--- src/swr_cfg.svh ---
// constants for the sleep/wake and reset-cause block
`ifndef SWR_CFG_SVH
`define SWR_CFG_SVH
// register byte addresses (low address bits)
`define SWR_ADDR_RCS 8'h00
`define SWR_ADDR_PWR 8'h04
`define SWR_ADDR_LSB 8'h03
// reset control status field positions
`define SWR_BIT_PRIO_EN 7
`define SWR_BIT_SWBRN_EN 6
`define SWR_BIT_RSTI 4
`define SWR_BIT_TO 3
`define SWR_BIT_PDOWN 2
`define SWR_BIT_POR 1
`define SWR_BIT_BOR 0
// value after power-on, and bits software may write
`define SWR_RCS_POR_VAL 8'h1c
`define SWR_RCS_WR_MASK 8'hd3
// brownout config value that hands control to software
`define SWR_BOR_SW_CFG 2'h1
// wake settling time and the clock rate
`define SWR_SETTLE_NS 200
`define SWR_CLK_MHZ 25
`define SWR_SETTLE_CYC ((`SWR_SETTLE_NS * `SWR_CLK_MHZ + 999) / 1000)
// bus answers
`define SWR_HTRANS_NONSEQ 2'h2
`define SWR_HRESP_OKAY 1'h0
`define SWR_ZERO32 32'h0000_0000
`endif

--- src/swr_pkg.sv ---
// types for the sleep/wake and reset-cause block
`default_nettype none
package swr_pkg;
  // power-management state
  typedef enum logic [1:0] {
    SWR_RUN    = 2'b00,
    SWR_SLEEP  = 2'b01,
    SWR_OSCWAIT = 2'b10,
    SWR_SETTLE = 2'b11
  } swr_state_t;
  // what ended the last power-managed period
  typedef enum logic [1:0] {
    SWR_WK_NONE  = 2'b00,
    SWR_WK_IRQ   = 2'b01,
    SWR_WK_WDT   = 2'b10,
    SWR_WK_RESET = 2'b11
  } swr_wake_t;
  // main oscillator mode
  typedef enum logic [2:0] {
    SWR_OSC_XLP   = 3'b000,
    SWR_OSC_XTAL  = 3'b001,
    SWR_OSC_XFAST = 3'b010,
    SWR_OSC_XMUL  = 3'b011,
    SWR_OSC_RC    = 3'b100,
    SWR_OSC_EC    = 3'b101,
    SWR_OSC_INT   = 3'b110,
    SWR_OSC_INTIO = 3'b111
  } swr_osc_t;
  // one-cycle events from the core and reset logic
  typedef struct packed {
    logic sleep_exec;
    logic idle_sel;
    logic main_clock_idle_mode;
    logic watchdog_clear_instr;
    logic reset_instr;
    logic ext_reset;
    logic bor_event;
    logic wdt_timeout;
  } swr_core_ev_t;
  // clock-system conditions
  typedef struct packed {
    swr_osc_t osc_mode;
    logic clock_fail;
    logic fail_safe_enable;
    logic intosc_is_sysclk;
    logic internal_osc_freq_select_wr;
    logic osc_startup_done;
  } swr_clk_t;
  // wake outcome towards the core
  typedef struct packed {
    logic fetch_stall;
    logic resume;
    logic take_vector;
    logic restart_zero;
    logic wdt_reset;
    logic wdt_clear;
    logic osc_startup_req;
  } swr_core_out_t;
endpackage : swr_pkg
`default_nettype wire

--- src/swr_settle.sv ---
// down-counter that times the wake settling interval
`default_nettype none
`include "swr_cfg.svh"
module swr_settle #(
  parameter int unsigned W = 8
) (
  // clock and reset
  input wire logic hclk,
  input wire logic hresetn,
  // control
  input wire logic start,
  input wire logic [W-1:0] load_val,
  // status
  output logic busy,
  output logic done
);
  logic [W-1:0] cnt_ff;
  logic [W-1:0] nxt_cnt;

  // load on start, then count down to zero
  always_comb begin
    nxt_cnt = cnt_ff;
    if (start) begin
      nxt_cnt = load_val;
    end else if (cnt_ff != '0) begin
      nxt_cnt = cnt_ff - W'(1);
    end
  end

  always_ff @(posedge hclk or negedge hresetn) begin
    if (!hresetn) begin
      cnt_ff <= '0;
    end else begin
      cnt_ff <= nxt_cnt;
    end
  end

  assign busy = (cnt_ff != '0);
  assign done = (cnt_ff == W'(1)) && !start; // last cycle of the interval
endmodule // swr_settle
`default_nettype wire

--- src/swr_core.sv ---
// sleep/idle exit control, watchdog clearing and reset-cause status register
//
// Chosen here: the AHB-Lite register port and the address map.
`default_nettype none
`include "swr_cfg.svh"
module swr_core
  import swr_pkg::*;
#(
  parameter int unsigned N_IRQ = 8,
  parameter int unsigned SETTLE_CYC = `SWR_SETTLE_CYC,
  parameter int unsigned CW = 8
) (
  // clock and reset
  input wire logic hclk,
  input wire logic hresetn,
  // ahb-lite slave
  input wire logic hsel,
  input wire logic [31:0] haddr,
  input wire logic [1:0] htrans,
  input wire logic hwrite,
  input wire logic [2:0] hsize,
  input wire logic [31:0] hwdata,
  input wire logic hready,
  output logic hreadyout,
  output logic hresp,
  output logic [31:0] hrdata,
  // core and reset events
  input wire swr_pkg::swr_core_ev_t core_ev,
  input wire logic [N_IRQ-1:0] irq_pending,
  input wire logic [N_IRQ-1:0] irq_enable,
  input wire logic global_irq_enable,
  // clock system and configuration
  input wire swr_pkg::swr_clk_t clk_sys,
  input wire logic [1:0] brownout_config_field,
  // outputs to core and clock system
  output swr_pkg::swr_core_out_t core_out,
  output logic sw_brownout_enable,
  output logic irq_priority_enable
);
  import swr_pkg::*;

  // bus address-phase capture
  logic wr_pend_ff;
  logic nxt_wr_pend;
  logic [7:0] wr_addr_ff;
  logic [7:0] nxt_wr_addr;
  logic [31:0] rdata_ff;
  logic [31:0] nxt_rdata;
  logic ap_valid;

  // register and sequence state
  logic [7:0] rcs_ff;
  logic [7:0] nxt_rcs;
  logic init_ff;
  logic nxt_init;
  swr_state_t state_ff;
  swr_state_t nxt_state;
  swr_wake_t wake_ff;
  swr_wake_t nxt_wake;
  logic idle_ff;
  logic nxt_idle;
  logic main_clock_idle_mode_ff;
  logic nxt_main_clock_idle_mode;
  swr_core_out_t out_ff;
  swr_core_out_t nxt_out;

  // settle counter hookup
  logic settle_start;
  logic settle_busy;
  logic settle_done;

  // helpers
  logic irq_wake;
  logic any_reset;
  logic crystal_mode;
  logic [7:0] pwr_status;

  swr_settle #(
    .W(CW)
  ) u_settle (
    .hclk(hclk),
    .hresetn(hresetn),
    .start(settle_start),
    .load_val(CW'(SETTLE_CYC)),
    .busy(settle_busy),
    .done(settle_done)
  );

  // wake and reset conditions
  assign irq_wake = |(irq_pending & irq_enable);
  assign any_reset = core_ev.reset_instr | core_ev.ext_reset | core_ev.bor_event;
  assign crystal_mode = (clk_sys.osc_mode == SWR_OSC_XLP) || (clk_sys.osc_mode == SWR_OSC_XTAL) ||
                        (clk_sys.osc_mode == SWR_OSC_XFAST) || (clk_sys.osc_mode == SWR_OSC_XMUL);
  assign ap_valid = hsel && hready && (htrans == `SWR_HTRANS_NONSEQ);
  assign pwr_status = {idle_ff, settle_busy, out_ff.take_vector, wake_ff, main_clock_idle_mode_ff, state_ff};

  // bus: zero wait states, read data fetched in the address phase
  always_comb begin
    nxt_wr_pend = ap_valid && hwrite;
    nxt_wr_addr = wr_addr_ff;
    nxt_rdata = rdata_ff;
    if (ap_valid) begin
      nxt_wr_addr = haddr[7:0] & ~`SWR_ADDR_LSB;
      nxt_rdata = `SWR_ZERO32;
      if (!hwrite) begin
        case (haddr[7:0] & ~`SWR_ADDR_LSB)
          `SWR_ADDR_RCS: nxt_rdata = {24'h00_0000, rcs_ff};
          `SWR_ADDR_PWR: nxt_rdata = {24'h00_0000, pwr_status};
          default: nxt_rdata = `SWR_ZERO32;
        endcase
      end
    end
  end

  always_ff @(posedge hclk or negedge hresetn) begin
    if (!hresetn) begin
      wr_pend_ff <= 1'b0;
      wr_addr_ff <= 8'h00;
      rdata_ff <= `SWR_ZERO32;
    end else begin
      wr_pend_ff <= nxt_wr_pend;
      wr_addr_ff <= nxt_wr_addr;
      rdata_ff <= nxt_rdata;
    end
  end

  assign hreadyout = 1'b1;
  assign hresp = `SWR_HRESP_OKAY;
  assign hrdata = rdata_ff;

  // reset control status: software write first, hardware events override it
  always_comb begin
    nxt_rcs = rcs_ff;
    nxt_init = 1'b0;
    if (wr_pend_ff && (wr_addr_ff == `SWR_ADDR_RCS)) begin
      nxt_rcs = (rcs_ff & ~`SWR_RCS_WR_MASK) | (hwdata[7:0] & `SWR_RCS_WR_MASK);
    end
    if (init_ff) begin
      nxt_rcs[`SWR_BIT_SWBRN_EN] = (brownout_config_field == `SWR_BOR_SW_CFG);
    end
    if (core_ev.sleep_exec) begin
      nxt_rcs[`SWR_BIT_TO] = 1'b1;
      nxt_rcs[`SWR_BIT_PDOWN] = 1'b0;
    end
    if (core_ev.watchdog_clear_instr) begin
      nxt_rcs[`SWR_BIT_TO] = 1'b1;
      nxt_rcs[`SWR_BIT_PDOWN] = 1'b1;
    end
    if (core_ev.wdt_timeout) begin
      nxt_rcs[`SWR_BIT_TO] = 1'b0;
    end
    if (core_ev.reset_instr) begin
      nxt_rcs[`SWR_BIT_RSTI] = 1'b0;
    end
    if (core_ev.bor_event) begin
      nxt_rcs[`SWR_BIT_BOR] = 1'b0;
    end
    if (any_reset || (core_ev.wdt_timeout && (state_ff == SWR_RUN))) begin
      nxt_rcs[`SWR_BIT_PRIO_EN] = 1'b0;
    end
  end

  // init flag marks the first cycle after power-on release
  always_ff @(posedge hclk or negedge hresetn) begin
    if (!hresetn) begin
      rcs_ff <= `SWR_RCS_POR_VAL;
      init_ff <= 1'b1;
    end else begin
      rcs_ff <= nxt_rcs;
      init_ff <= nxt_init;
    end
  end

  assign sw_brownout_enable = rcs_ff[`SWR_BIT_SWBRN_EN];
  assign irq_priority_enable = rcs_ff[`SWR_BIT_PRIO_EN];

  // power-managed sequence
  always_comb begin
    nxt_state = state_ff;
    nxt_wake = wake_ff;
    nxt_idle = idle_ff;
    nxt_main_clock_idle_mode = main_clock_idle_mode_ff;
    nxt_out = '0;
    nxt_out.take_vector = out_ff.take_vector;
    settle_start = 1'b0;
    // watchdog clear sources
    nxt_out.wdt_clear = core_ev.sleep_exec | core_ev.watchdog_clear_instr;
    if ((clk_sys.clock_fail && clk_sys.fail_safe_enable) ||
        (clk_sys.internal_osc_freq_select_wr && clk_sys.intosc_is_sysclk)) begin
      nxt_out.wdt_clear = 1'b1;
    end
    if (any_reset) begin
      nxt_state = SWR_RUN;
      nxt_out.restart_zero = 1'b1;
      nxt_out.take_vector = 1'b0;
      if (state_ff != SWR_RUN) begin
        nxt_wake = SWR_WK_RESET;
      end
    end else begin
      case (state_ff)
        SWR_RUN: begin
          if (core_ev.wdt_timeout) begin
            nxt_out.wdt_reset = 1'b1;
            nxt_out.restart_zero = 1'b1;
            nxt_out.take_vector = 1'b0;
          end else if (core_ev.sleep_exec) begin
            nxt_state = SWR_SLEEP;
            nxt_idle = core_ev.idle_sel;
            nxt_main_clock_idle_mode = core_ev.idle_sel && core_ev.main_clock_idle_mode;
            nxt_out.take_vector = 1'b0;
          end
        end
        SWR_SLEEP: begin
          if (irq_wake || core_ev.wdt_timeout) begin
            nxt_wake = irq_wake ? SWR_WK_IRQ : SWR_WK_WDT;
            if (!main_clock_idle_mode_ff && crystal_mode) begin
              nxt_state = SWR_OSCWAIT;
            end else begin
              nxt_state = SWR_SETTLE;
              settle_start = 1'b1;
            end
          end
        end
        SWR_OSCWAIT: begin
          nxt_out.osc_startup_req = !clk_sys.osc_startup_done;
          if (clk_sys.osc_startup_done) begin
            nxt_state = SWR_SETTLE;
            settle_start = 1'b1;
          end
        end
        SWR_SETTLE: begin
          if (settle_done) begin
            nxt_state = SWR_RUN;
            nxt_out.resume = 1'b1;
            nxt_out.take_vector = (wake_ff == SWR_WK_IRQ) && global_irq_enable;
          end
        end
        default: begin
          nxt_state = SWR_RUN;
        end
      endcase
    end
    // fetch is held off until the settle interval is over
    nxt_out.fetch_stall = (nxt_state != SWR_RUN);
    if (nxt_state == SWR_OSCWAIT) begin
      nxt_out.osc_startup_req = !clk_sys.osc_startup_done;
    end
  end

  always_ff @(posedge hclk or negedge hresetn) begin
    if (!hresetn) begin
      state_ff <= SWR_RUN;
      wake_ff <= SWR_WK_NONE;
      idle_ff <= 1'b0;
      main_clock_idle_mode_ff <= 1'b0;
      out_ff <= '0;
    end else begin
      state_ff <= nxt_state;
      wake_ff <= nxt_wake;
      idle_ff <= nxt_idle;
      main_clock_idle_mode_ff <= nxt_main_clock_idle_mode;
      out_ff <= nxt_out;
    end
  end

  assign core_out = out_ff;
endmodule // swr_core
`default_nettype wire

--- config.mk ---
export PLATFORM = sky130hd
export DESIGN_NAME = swr_core
export DESIGN_NICKNAME = d
export VERILOG_FILES = /design/src/swr_pkg.sv /design/src/swr_settle.sv /design/src/swr_core.sv
export VERILOG_INCLUDE_DIRS = /design/src
export SDC_FILE = /design/constraint.sdc
export NUM_CORES = 1
export LEC_CHECK = 0
export ABC_CLOCK_PERIOD_IN_PS = 2540
export BUFFER_PORTS_ARGS = -buffer_cell sky130_fd_sc_hd__buf_2
export CORE_ASPECT_RATIO = 0.9
export CORE_MARGIN = 1.5
export CORE_UTILIZATION = 44
export CTS_CLUSTER_DIAMETER = 200
export CTS_CLUSTER_SIZE = 24
export DETAILED_ROUTE_END_ITERATION = 8
export PLACE_DENSITY = 0.86
export SYNTH_ARGS = -nofsm -noshare
export SYNTH_HDL_FRONTEND = slang
export SYNTH_SLANG_ARGS = --single-unit
export TNS_END_PERCENT = 5
--- constraint.sdc ---
create_clock -name hclk -period 2.54 [get_ports hclk]
set_clock_uncertainty 0.2 [all_clocks]
set_input_delay 0.508 -clock hclk [delete_from_list [all_inputs] [get_ports hclk]]
set_output_delay 0.508 -clock hclk [all_outputs]
set_load 0.01 [all_outputs]
==> results.md, run 1 <==
- Die H: 75.0 µm
- Setup TNS: 0 ns
- Hpwl dp: between 4000 and 5000 µm
- RSZ-0062 raised after global routing: false
- Number of synthesized flops with an enable pin: 0
- Crit path kind: register to register
- Cell leakage power: 0.00144 µW
- GRT overflow: 0
- Setup repair bufs after CTS: 0
- CP startpoint: state_ff[1]$_DFF_PN0_
- Crit-path max FO: 6
- VDD IR max: about 0.00029 V
- Vias: ~1900
- RR Startpoint: state_ff[1]$_DFF_PN0_
- Synth Warn #: 0
- Final Cycle Share: 90.7%
- # diodes: 0
- Netlist Area Pre-Place: 0.00253 mm²
- Initial antenna violation count: 0
- Crit path time final: 2.30 ns
- Skew-Pair Late Insertion Delay: 0.30 ns
- Worst R2R Path Depth: 8
- Final WS setup: 0.237 ns
- Worst Setup Start Kind: register
- DRT Wirelength: 5310 µm
- Mean Syn Cell Area: 10.2 µm²
- CTS Sinks: 44
- Final Hold Fails: 0
- Core area: 0.00563 mm²
- Layout cells sized above 1: 35.7%
- Ports: 152
- Pre-CTS setup slack: 0.296 ns
- Nets: between 400 and 500
- Routed Antenna Nets: 0
- DRT Pass-1 Iters: 5
- Longest Clk Path Bufs: 2
- GPL Wtd Cong: 0.882
- Synth unique cells: 49
- DRT iter0 DRCs: 86
- GRT Util Overall: 17.7%
- Critical Path AT: ~2.3 ns
- DR DRC count: 0
- Slew headroom: 62.0%
- Largest net degree at the start of global routing: 45
- Rows: 26
- CTS tree: built
- Hold buffer count at CTS: 0
- Pins over their slew limit: 0
- H-tree levels: 2
- Cell family with most CP delay: compound AO/OA/AOI/OAI gates
- Initial Util: 45.0%
- Worst-Margin Slew: 0.570 ns
- Setup slack, reg-to-reg: 0.24 ns
- P per Cell Area: between 500 and 600 mW/mm²
- Drt wl/cell: 13.6 µm
- Worst Path Buf+Inv: 1
- CP max stage delay: 0.47 ns
- CP max-delay cell: dfrtp_1
- Register bit count reported by yosys: 44
- Layout area overhead: 17.3%
- Status: completed
- Worst-path cell chain: inv_1 > ha_1 > o21ai_1 > or2b_1 > a311oi_2 > o31a_2 > nor3_1 > nor4_2
- CTS root buf: clkbuf_8
- Hold Path Class: input pin to async pin
- Crit path required time: 2.54 ns
- Asr flop ratio synth: 100%
- Clk slew on worst S/H paths: 0.08 ns
- Vias per cell: 4.96
- Crit. End Element: register
- Fmax: 0.434 GHz
- Cts repair resizes: 0
- # Max-Cap Violations: 0
- Vias in the first global route: between 1500 and 2000
- First-pass GRT wire length: between 8000 and 9000 µm
- Num CTS Buffers: 5
- Port bufs: 67
- Die W: just over 80 µm
- Filler Cell Count: 510
- Setup violators final: 0
- Reg2reg end: core_out[0]$_DFF_PN0_
- Post-synthesis sequential area ratio: between 40% and 50%
- Syn Inst Count: 248
- Total die area: 0.00622 mm²
- Fin Hold WS: 0.0721 ns
- Synth Flop Type: dfrtp_1
## logic make-up after synthesis
| logic type | count (synthesis) | share of synthesized area [%] |
|---|---|---|
| flops | 44 | 43.7 |
| simple gates | 86 | 19.4 |
| xor+xnor | 6 | 2.08 |
| compound gates | 42 | 12.8 |
| buf+inv | 43 | 10.9 |
| fa+ha+maj | 6 | 2.97 |
| other cells | 2 | 0.297 |
| mux | 19 | 7.91 |
## stage by stage
step / area (µm²) / total power, µW / instances / utilization, %
finish: 2970 / 1520 / 389 / 52.8
detailed placement: 2850 / 969 / 381 / 50.6
global placement: 2850 / 959 / 381 / 50.6
floorplan: 2630 / 909 / 273 / -
CTS: 2970 / 1540 / 389 / 52.8
global route: 2970 / 1580 / 389 / 52.8
## cells in the mapped netlist (4+ instances only)
master / instances / area [µm²]
dfrtp_1: 40 / 1000
nand2_1: 29 / 109
buf_4: 28 / 210
nor2_1: 24 / 90.1
mux2i_1: 11 / 110
o31ai_1: 9 / 67.6
inv_1: 8 / 30.0
mux2_2: 8 / 90.1
nor3_1: 7 / 35.0
ha_1: 6 / 75.1
o21ai_0: 6 / 30.0
clkbuf_1: 5 / 18.8
a21oi_1: 4 / 20.0
a22oi_2: 4 / 50.1
dfstp_2: 4 / 105
xnor2_1: 4 / 35.0
## area by class of cell
cell class	instances	area (µm²)	share of cell area (%)
Inverter	8	30.0	1.01
Clock inverter	2	38.8	1.31
Timing Repair Buffer	73	380	12.8
Multi-Input combinational cell	186	1240	41.9
Clock buffer	6	82.6	2.78
Sequential cell	44	1110	37.3
Tap cell	70	87.6	2.95
## flip-flops by register name, indices dropped and copies added, names as in the netlist
| signal | flops |
|---|---|
| main_clock_idle_mode_ff | 1 |
| wr_pend_ff | 1 |
| state_ff | 2 |
| wr_addr_ff | 6 |
| rcs_ff | 7 |
| u_settle.cnt_ff | 8 |
| core_out | 7 |
| init_ff | 1 |
| hrdata | 8 |
| wake_ff | 2 |
| idle_ff | 1 |
## how the worst max path moves through the flow
stage | to | slack, ns | cells past startpoint
after floorplan | core_out[0]$_DFF_PN0_ | 0.42 | 9
after global placement | core_out[0]$_DFF_PN0_ | 0.37 | 8
after detailed placement | core_out[0]$_DFF_PN0_ | 0.30 | 8
after CTS | core_out[0]$_DFF_PN0_ | 0.27 | 8
after global routing | core_out[0]$_DFF_PN0_ | 0.08 | 8
final | core_out[0]$_DFF_PN0_ | 0.24 | 8
## cell usage in the layout, fill, tap and decap left out, types with 7 or more instances in the layout
cell type  synthesis  final
nor3_1             7      7
dfrtp_1           40     40
inv_1              8      8
nor2_1            24     24
conb_1             2     27
mux2_2             8      8
o31ai_1            9      9
nand2_1           29     29
buf_2              1     67
mux2i_1           11     11
## metal layers
| metal | global-route usage, % | routed length, µm | up-vias |
|---|---|---|---|
| met3 | 4.39 | 298 | 5 |
| met5 | 0 | 0 | - |
| met2 | 31.1 | 2600 | 71 |
| li1 | - | - | 949 |
| met4 | 5.19 | 47 | 0 |
| met1 | 22.3 | 2360 | 906 |
## power by group
| part | internal (µW) | switching [µW] |
|---|---|---|
| Combinational | 82.7 | 98.9 |
| Clock | 322 | 249 |
| Sequential | 745 | 27.0 |
| Total | 1150 | 374 |
(Power assumes the default switching activity.)
==> run 2: changes to the inputs <==
- ABC_AREA: not set -> 1
- ABC_CLOCK_PERIOD_IN_PS: 2540 -> 2400
- CORE_UTILIZATION: 44 -> 43
- PLACE_DENSITY: 0.86 -> 0.85
- clock period: 2.54 -> 2.4 ns (I/O delays scaled with it)
==> run 2 against run 1 <==
Against the previous run: die area fell by 1.4%; sequential power increased by 23%; sequential share of layout area up 1.5 points; non-clock buffer count fell by 5; via count rose by 5.6%; register-to-register slack better by 0.09 ns; highest routed layer unchanged; design area decreased by 3.9%; area after synthesis shrank 3.7%; largest cell class is now sequential cells; clock-buffer cell count up 1; critical path depth grew 7.
==> results.md, run 2 <==
- Setup violators final: 0
- GPL Wtd Cong: 0.828
- Vias: 2040
- First-pass GRT wire length: approximately 8500 µm
- Routed wl met3: 383 µm
- Status: completed
- Part of the power in registers: 50.9%
- Netlist Area Pre-Place: 0.00244 mm²
- Hold buffer count at CTS: 0
- Initial Util: 45.6%
- Hold Path Class: input pin to async pin
- Die H: around 74 µm
- Pins over their slew limit: 0
- Slew headroom: 63.7%
- Count leader, synth: nand2_1
- Routed Antenna Nets: 0
- DR DRC count: 0
- Clk slew on worst S/H paths: 0.09 ns
- # Max-Cap Violations: 0
- Total power: between 1500 and 2000 µW
- Synth unique cells: 38
- Layout cells sized above 1: 28.8%
- CTS root buf: clkbuf_8
- Mean Syn Cell Area: 8.41 µm²
- Met2 WL: 2490 µm
- Nets: 478
- Number of synthesized flops with an enable pin: 0
- Crit path required time: 2.40 ns
- Sw Pwr: 597 µW
- Power Internal: between 1000 and 1500 µW
- Total die area: about 0.006 mm²
- DRT iter0 DRCs: ~120
- Num CTS Buffers: 5
- Vias per cell: 4.73
- Synth area leader: dfrtp_1
- Crit path time final: slightly above 2 ns
- Crit. End Element: register
- GRT Util Overall: about a fifth
- Crit-path max FO: 7
- Final Cycle Share: 86.3%
- DRT Wirelength: 5240 µm
- Post-synthesis sequential area ratio: 45.4%
- Fmax: 0.483 GHz
- Layout area overhead: 17.0%
- DRT Pass-1 Iters: 4
- Critical Path AT: 2.07 ns
- Highest routed layer: met4
- Largest net degree at the start of global routing: 45
- VDD IR max: 0.000350 V
- Commonest non-fill, non-tap cells in the layout: 67 x nand2_1, 67 x buf_2, 40 x dfrtp_1, 30 x inv_1, 27 x conb_1
- P per Cell Area: 654 mW/mm²
- Cts repair resizes: 0
- Longest Clk Path Bufs: 2
- Syn Inst Count: between 200 and 300
- CTS tree: built
- Largest cells by area after synthesis: dfrtp_1 41%, nand2_1 10%, buf_4 8.0%
- Vias in the first global route: slightly below 2000
- Register bit count reported by yosys: 44
- Post-route insts no fill: 431
- Worst Setup Start Kind: register
- H-tree levels: 2
- Met1 wire length: 2280 µm
- Clock share of power: 26.5%
- Setup TNS: 0 ns
- Hpwl dp: 4140 µm
- Skew-Pair Late Insertion Delay: 0.31 ns
- Worst-Margin Slew: ~0.54 ns
- GRT overflow: 0
- Synth Flop Type: dfrtp_1
- Setup repair bufs after CTS: 0
- Die W: 82.4 µm
- Core area: 0.00535 mm²
- Dpl cells: 423
- Synth Warn #: 0
- Rows: 25
- Crit path kind: register to register
- CTS Sinks: 44
- Asr flop ratio synth: 100%
- Final Hold Fails: 0
- Top-area cell type share of the netlist area: 41.0%
- RSZ-0062 raised after global routing: false
- Fraction of power spent switching nets: about a third
- Initial antenna violation count: 0
- Ports: 152
- Port bufs: 67
- Synth top cells by count: 67 x nand2_1, 40 x dfrtp_1, 30 x inv_1, 26 x buf_4, 26 x nor2_1
- Core Util, Final: a little over half
- Combinational Power Share: 22.5%
- Drt wl/cell: 12.2 µm
- Cell leakage power: between 0.0015 and 0.002 µW
- # diodes: 0
[run 2: cell types whose count changed after synthesis, sizes merged, moves of 4 or more]
cell	previous run	this run
nor2	24	31
a22oi	5	0
a21oi	6	11
clkbuf	5	1
nand3	4	11
inv	8	37
mux2	8	0
nand2	29	75
o221ai	0	4
buf	30	26
o31ai	9	0
mux2i	11	0
o21ai	9	14
[run 2: per-layer routing]
layer  vias up  global-route usage [%]
met5         -                       0
met4         0                    9.04
met3        11                    5.40
met2        77                    30.8
met1       933                    22.7
li1       1019                       -
[run 2: metrics by stage]
stage	cell area (µm²)	setup WS, ns	hold slack (ns)
floorplan	2530	0.583	-0.0156
global placement	2760	0.350	0.258
detailed placement	2760	0.324	0.264
CTS	2850	0.336	0.0504
global route	2850	0.0908	0.0797
finish	2850	0.330	0.0245
[run 2: worst paths after layout]
check                                     startpoint  slack [ns]                        end  cells past startpoint
max in group asynchronous                    hresetn        1.58      rcs_ff[2]$_DFFE_PN1P_                      2
max reg2reg                    state_ff[1]$_DFF_PN0_        0.33      core_out[0]$_DFF_PN0_                     15
min in group hclk                         core_ev[0]        0.14      rcs_ff[3]$_DFFE_PN1P_                      2
min                                          hresetn        0.02  wr_addr_ff[4]$_DFFE_PN0P_                      2
max                            state_ff[1]$_DFF_PN0_        0.33      core_out[0]$_DFF_PN0_                     15
min reg2reg                wr_addr_ff[4]$_DFFE_PN0P_        0.28  wr_addr_ff[4]$_DFFE_PN0P_                      2
[run 2: cell families after synthesis]
logic type / Yosys count / share of synthesized area [%]
XOR/XNOR: 3 / 1.08
AO/OA/AOI/OAI: 38 / 9.90
adder cells (fa/ha/maj): 6 / 3.08
flip-flops: 44 / 45.4
buffers and inverters: 64 / 13.9
AND/OR/NAND/NOR: 133 / 26.4
other: 2 / 0.308
[run 2: final cells by class]
| cell class | count | area (µm²) |
|---|---|---|
| Clock buffer | 7 | 86.3 |
| Clock inverter | 1 | 7.51 |
| Fill cell | 504 | 2490 |
| Inverter | 37 | 139 |
| Multi-Input combinational cell | 207 | 1090 |
| Sequential cell | 44 | 1110 |
| Tap cell | 67 | 83.8 |
| Timing Repair Buffer | 68 | 343 |
[run 2: power groups by stage]
stage,Sequential (µW),Clock [µW],Combinational (µW)
2_1_floorplan,944,0,328
3_3_place_gp,955,0,395
3_5_place_dp,962,0,423
4_1_cts,951,503,421
5_1_grt,965,529,480
6_report,951,496,421
[run 2: worst max-delay path, cell delays in order, from the launching register on]
cell and delay, ns:
dfrtp_1 0.46, inv_1 0.18, ha_1 0.22, inv_1 0.06, nor2_2 0.11, nand2_2 0.07, nand2_4 0.09, nand2_4 0.09
nand2_4 0.07, nand3_1 0.06, nand2_1 0.08, nand2_2 0.06, nand2_2 0.08, nand2_1 0.05, nand2_1 0.05, nand2_1 0.04
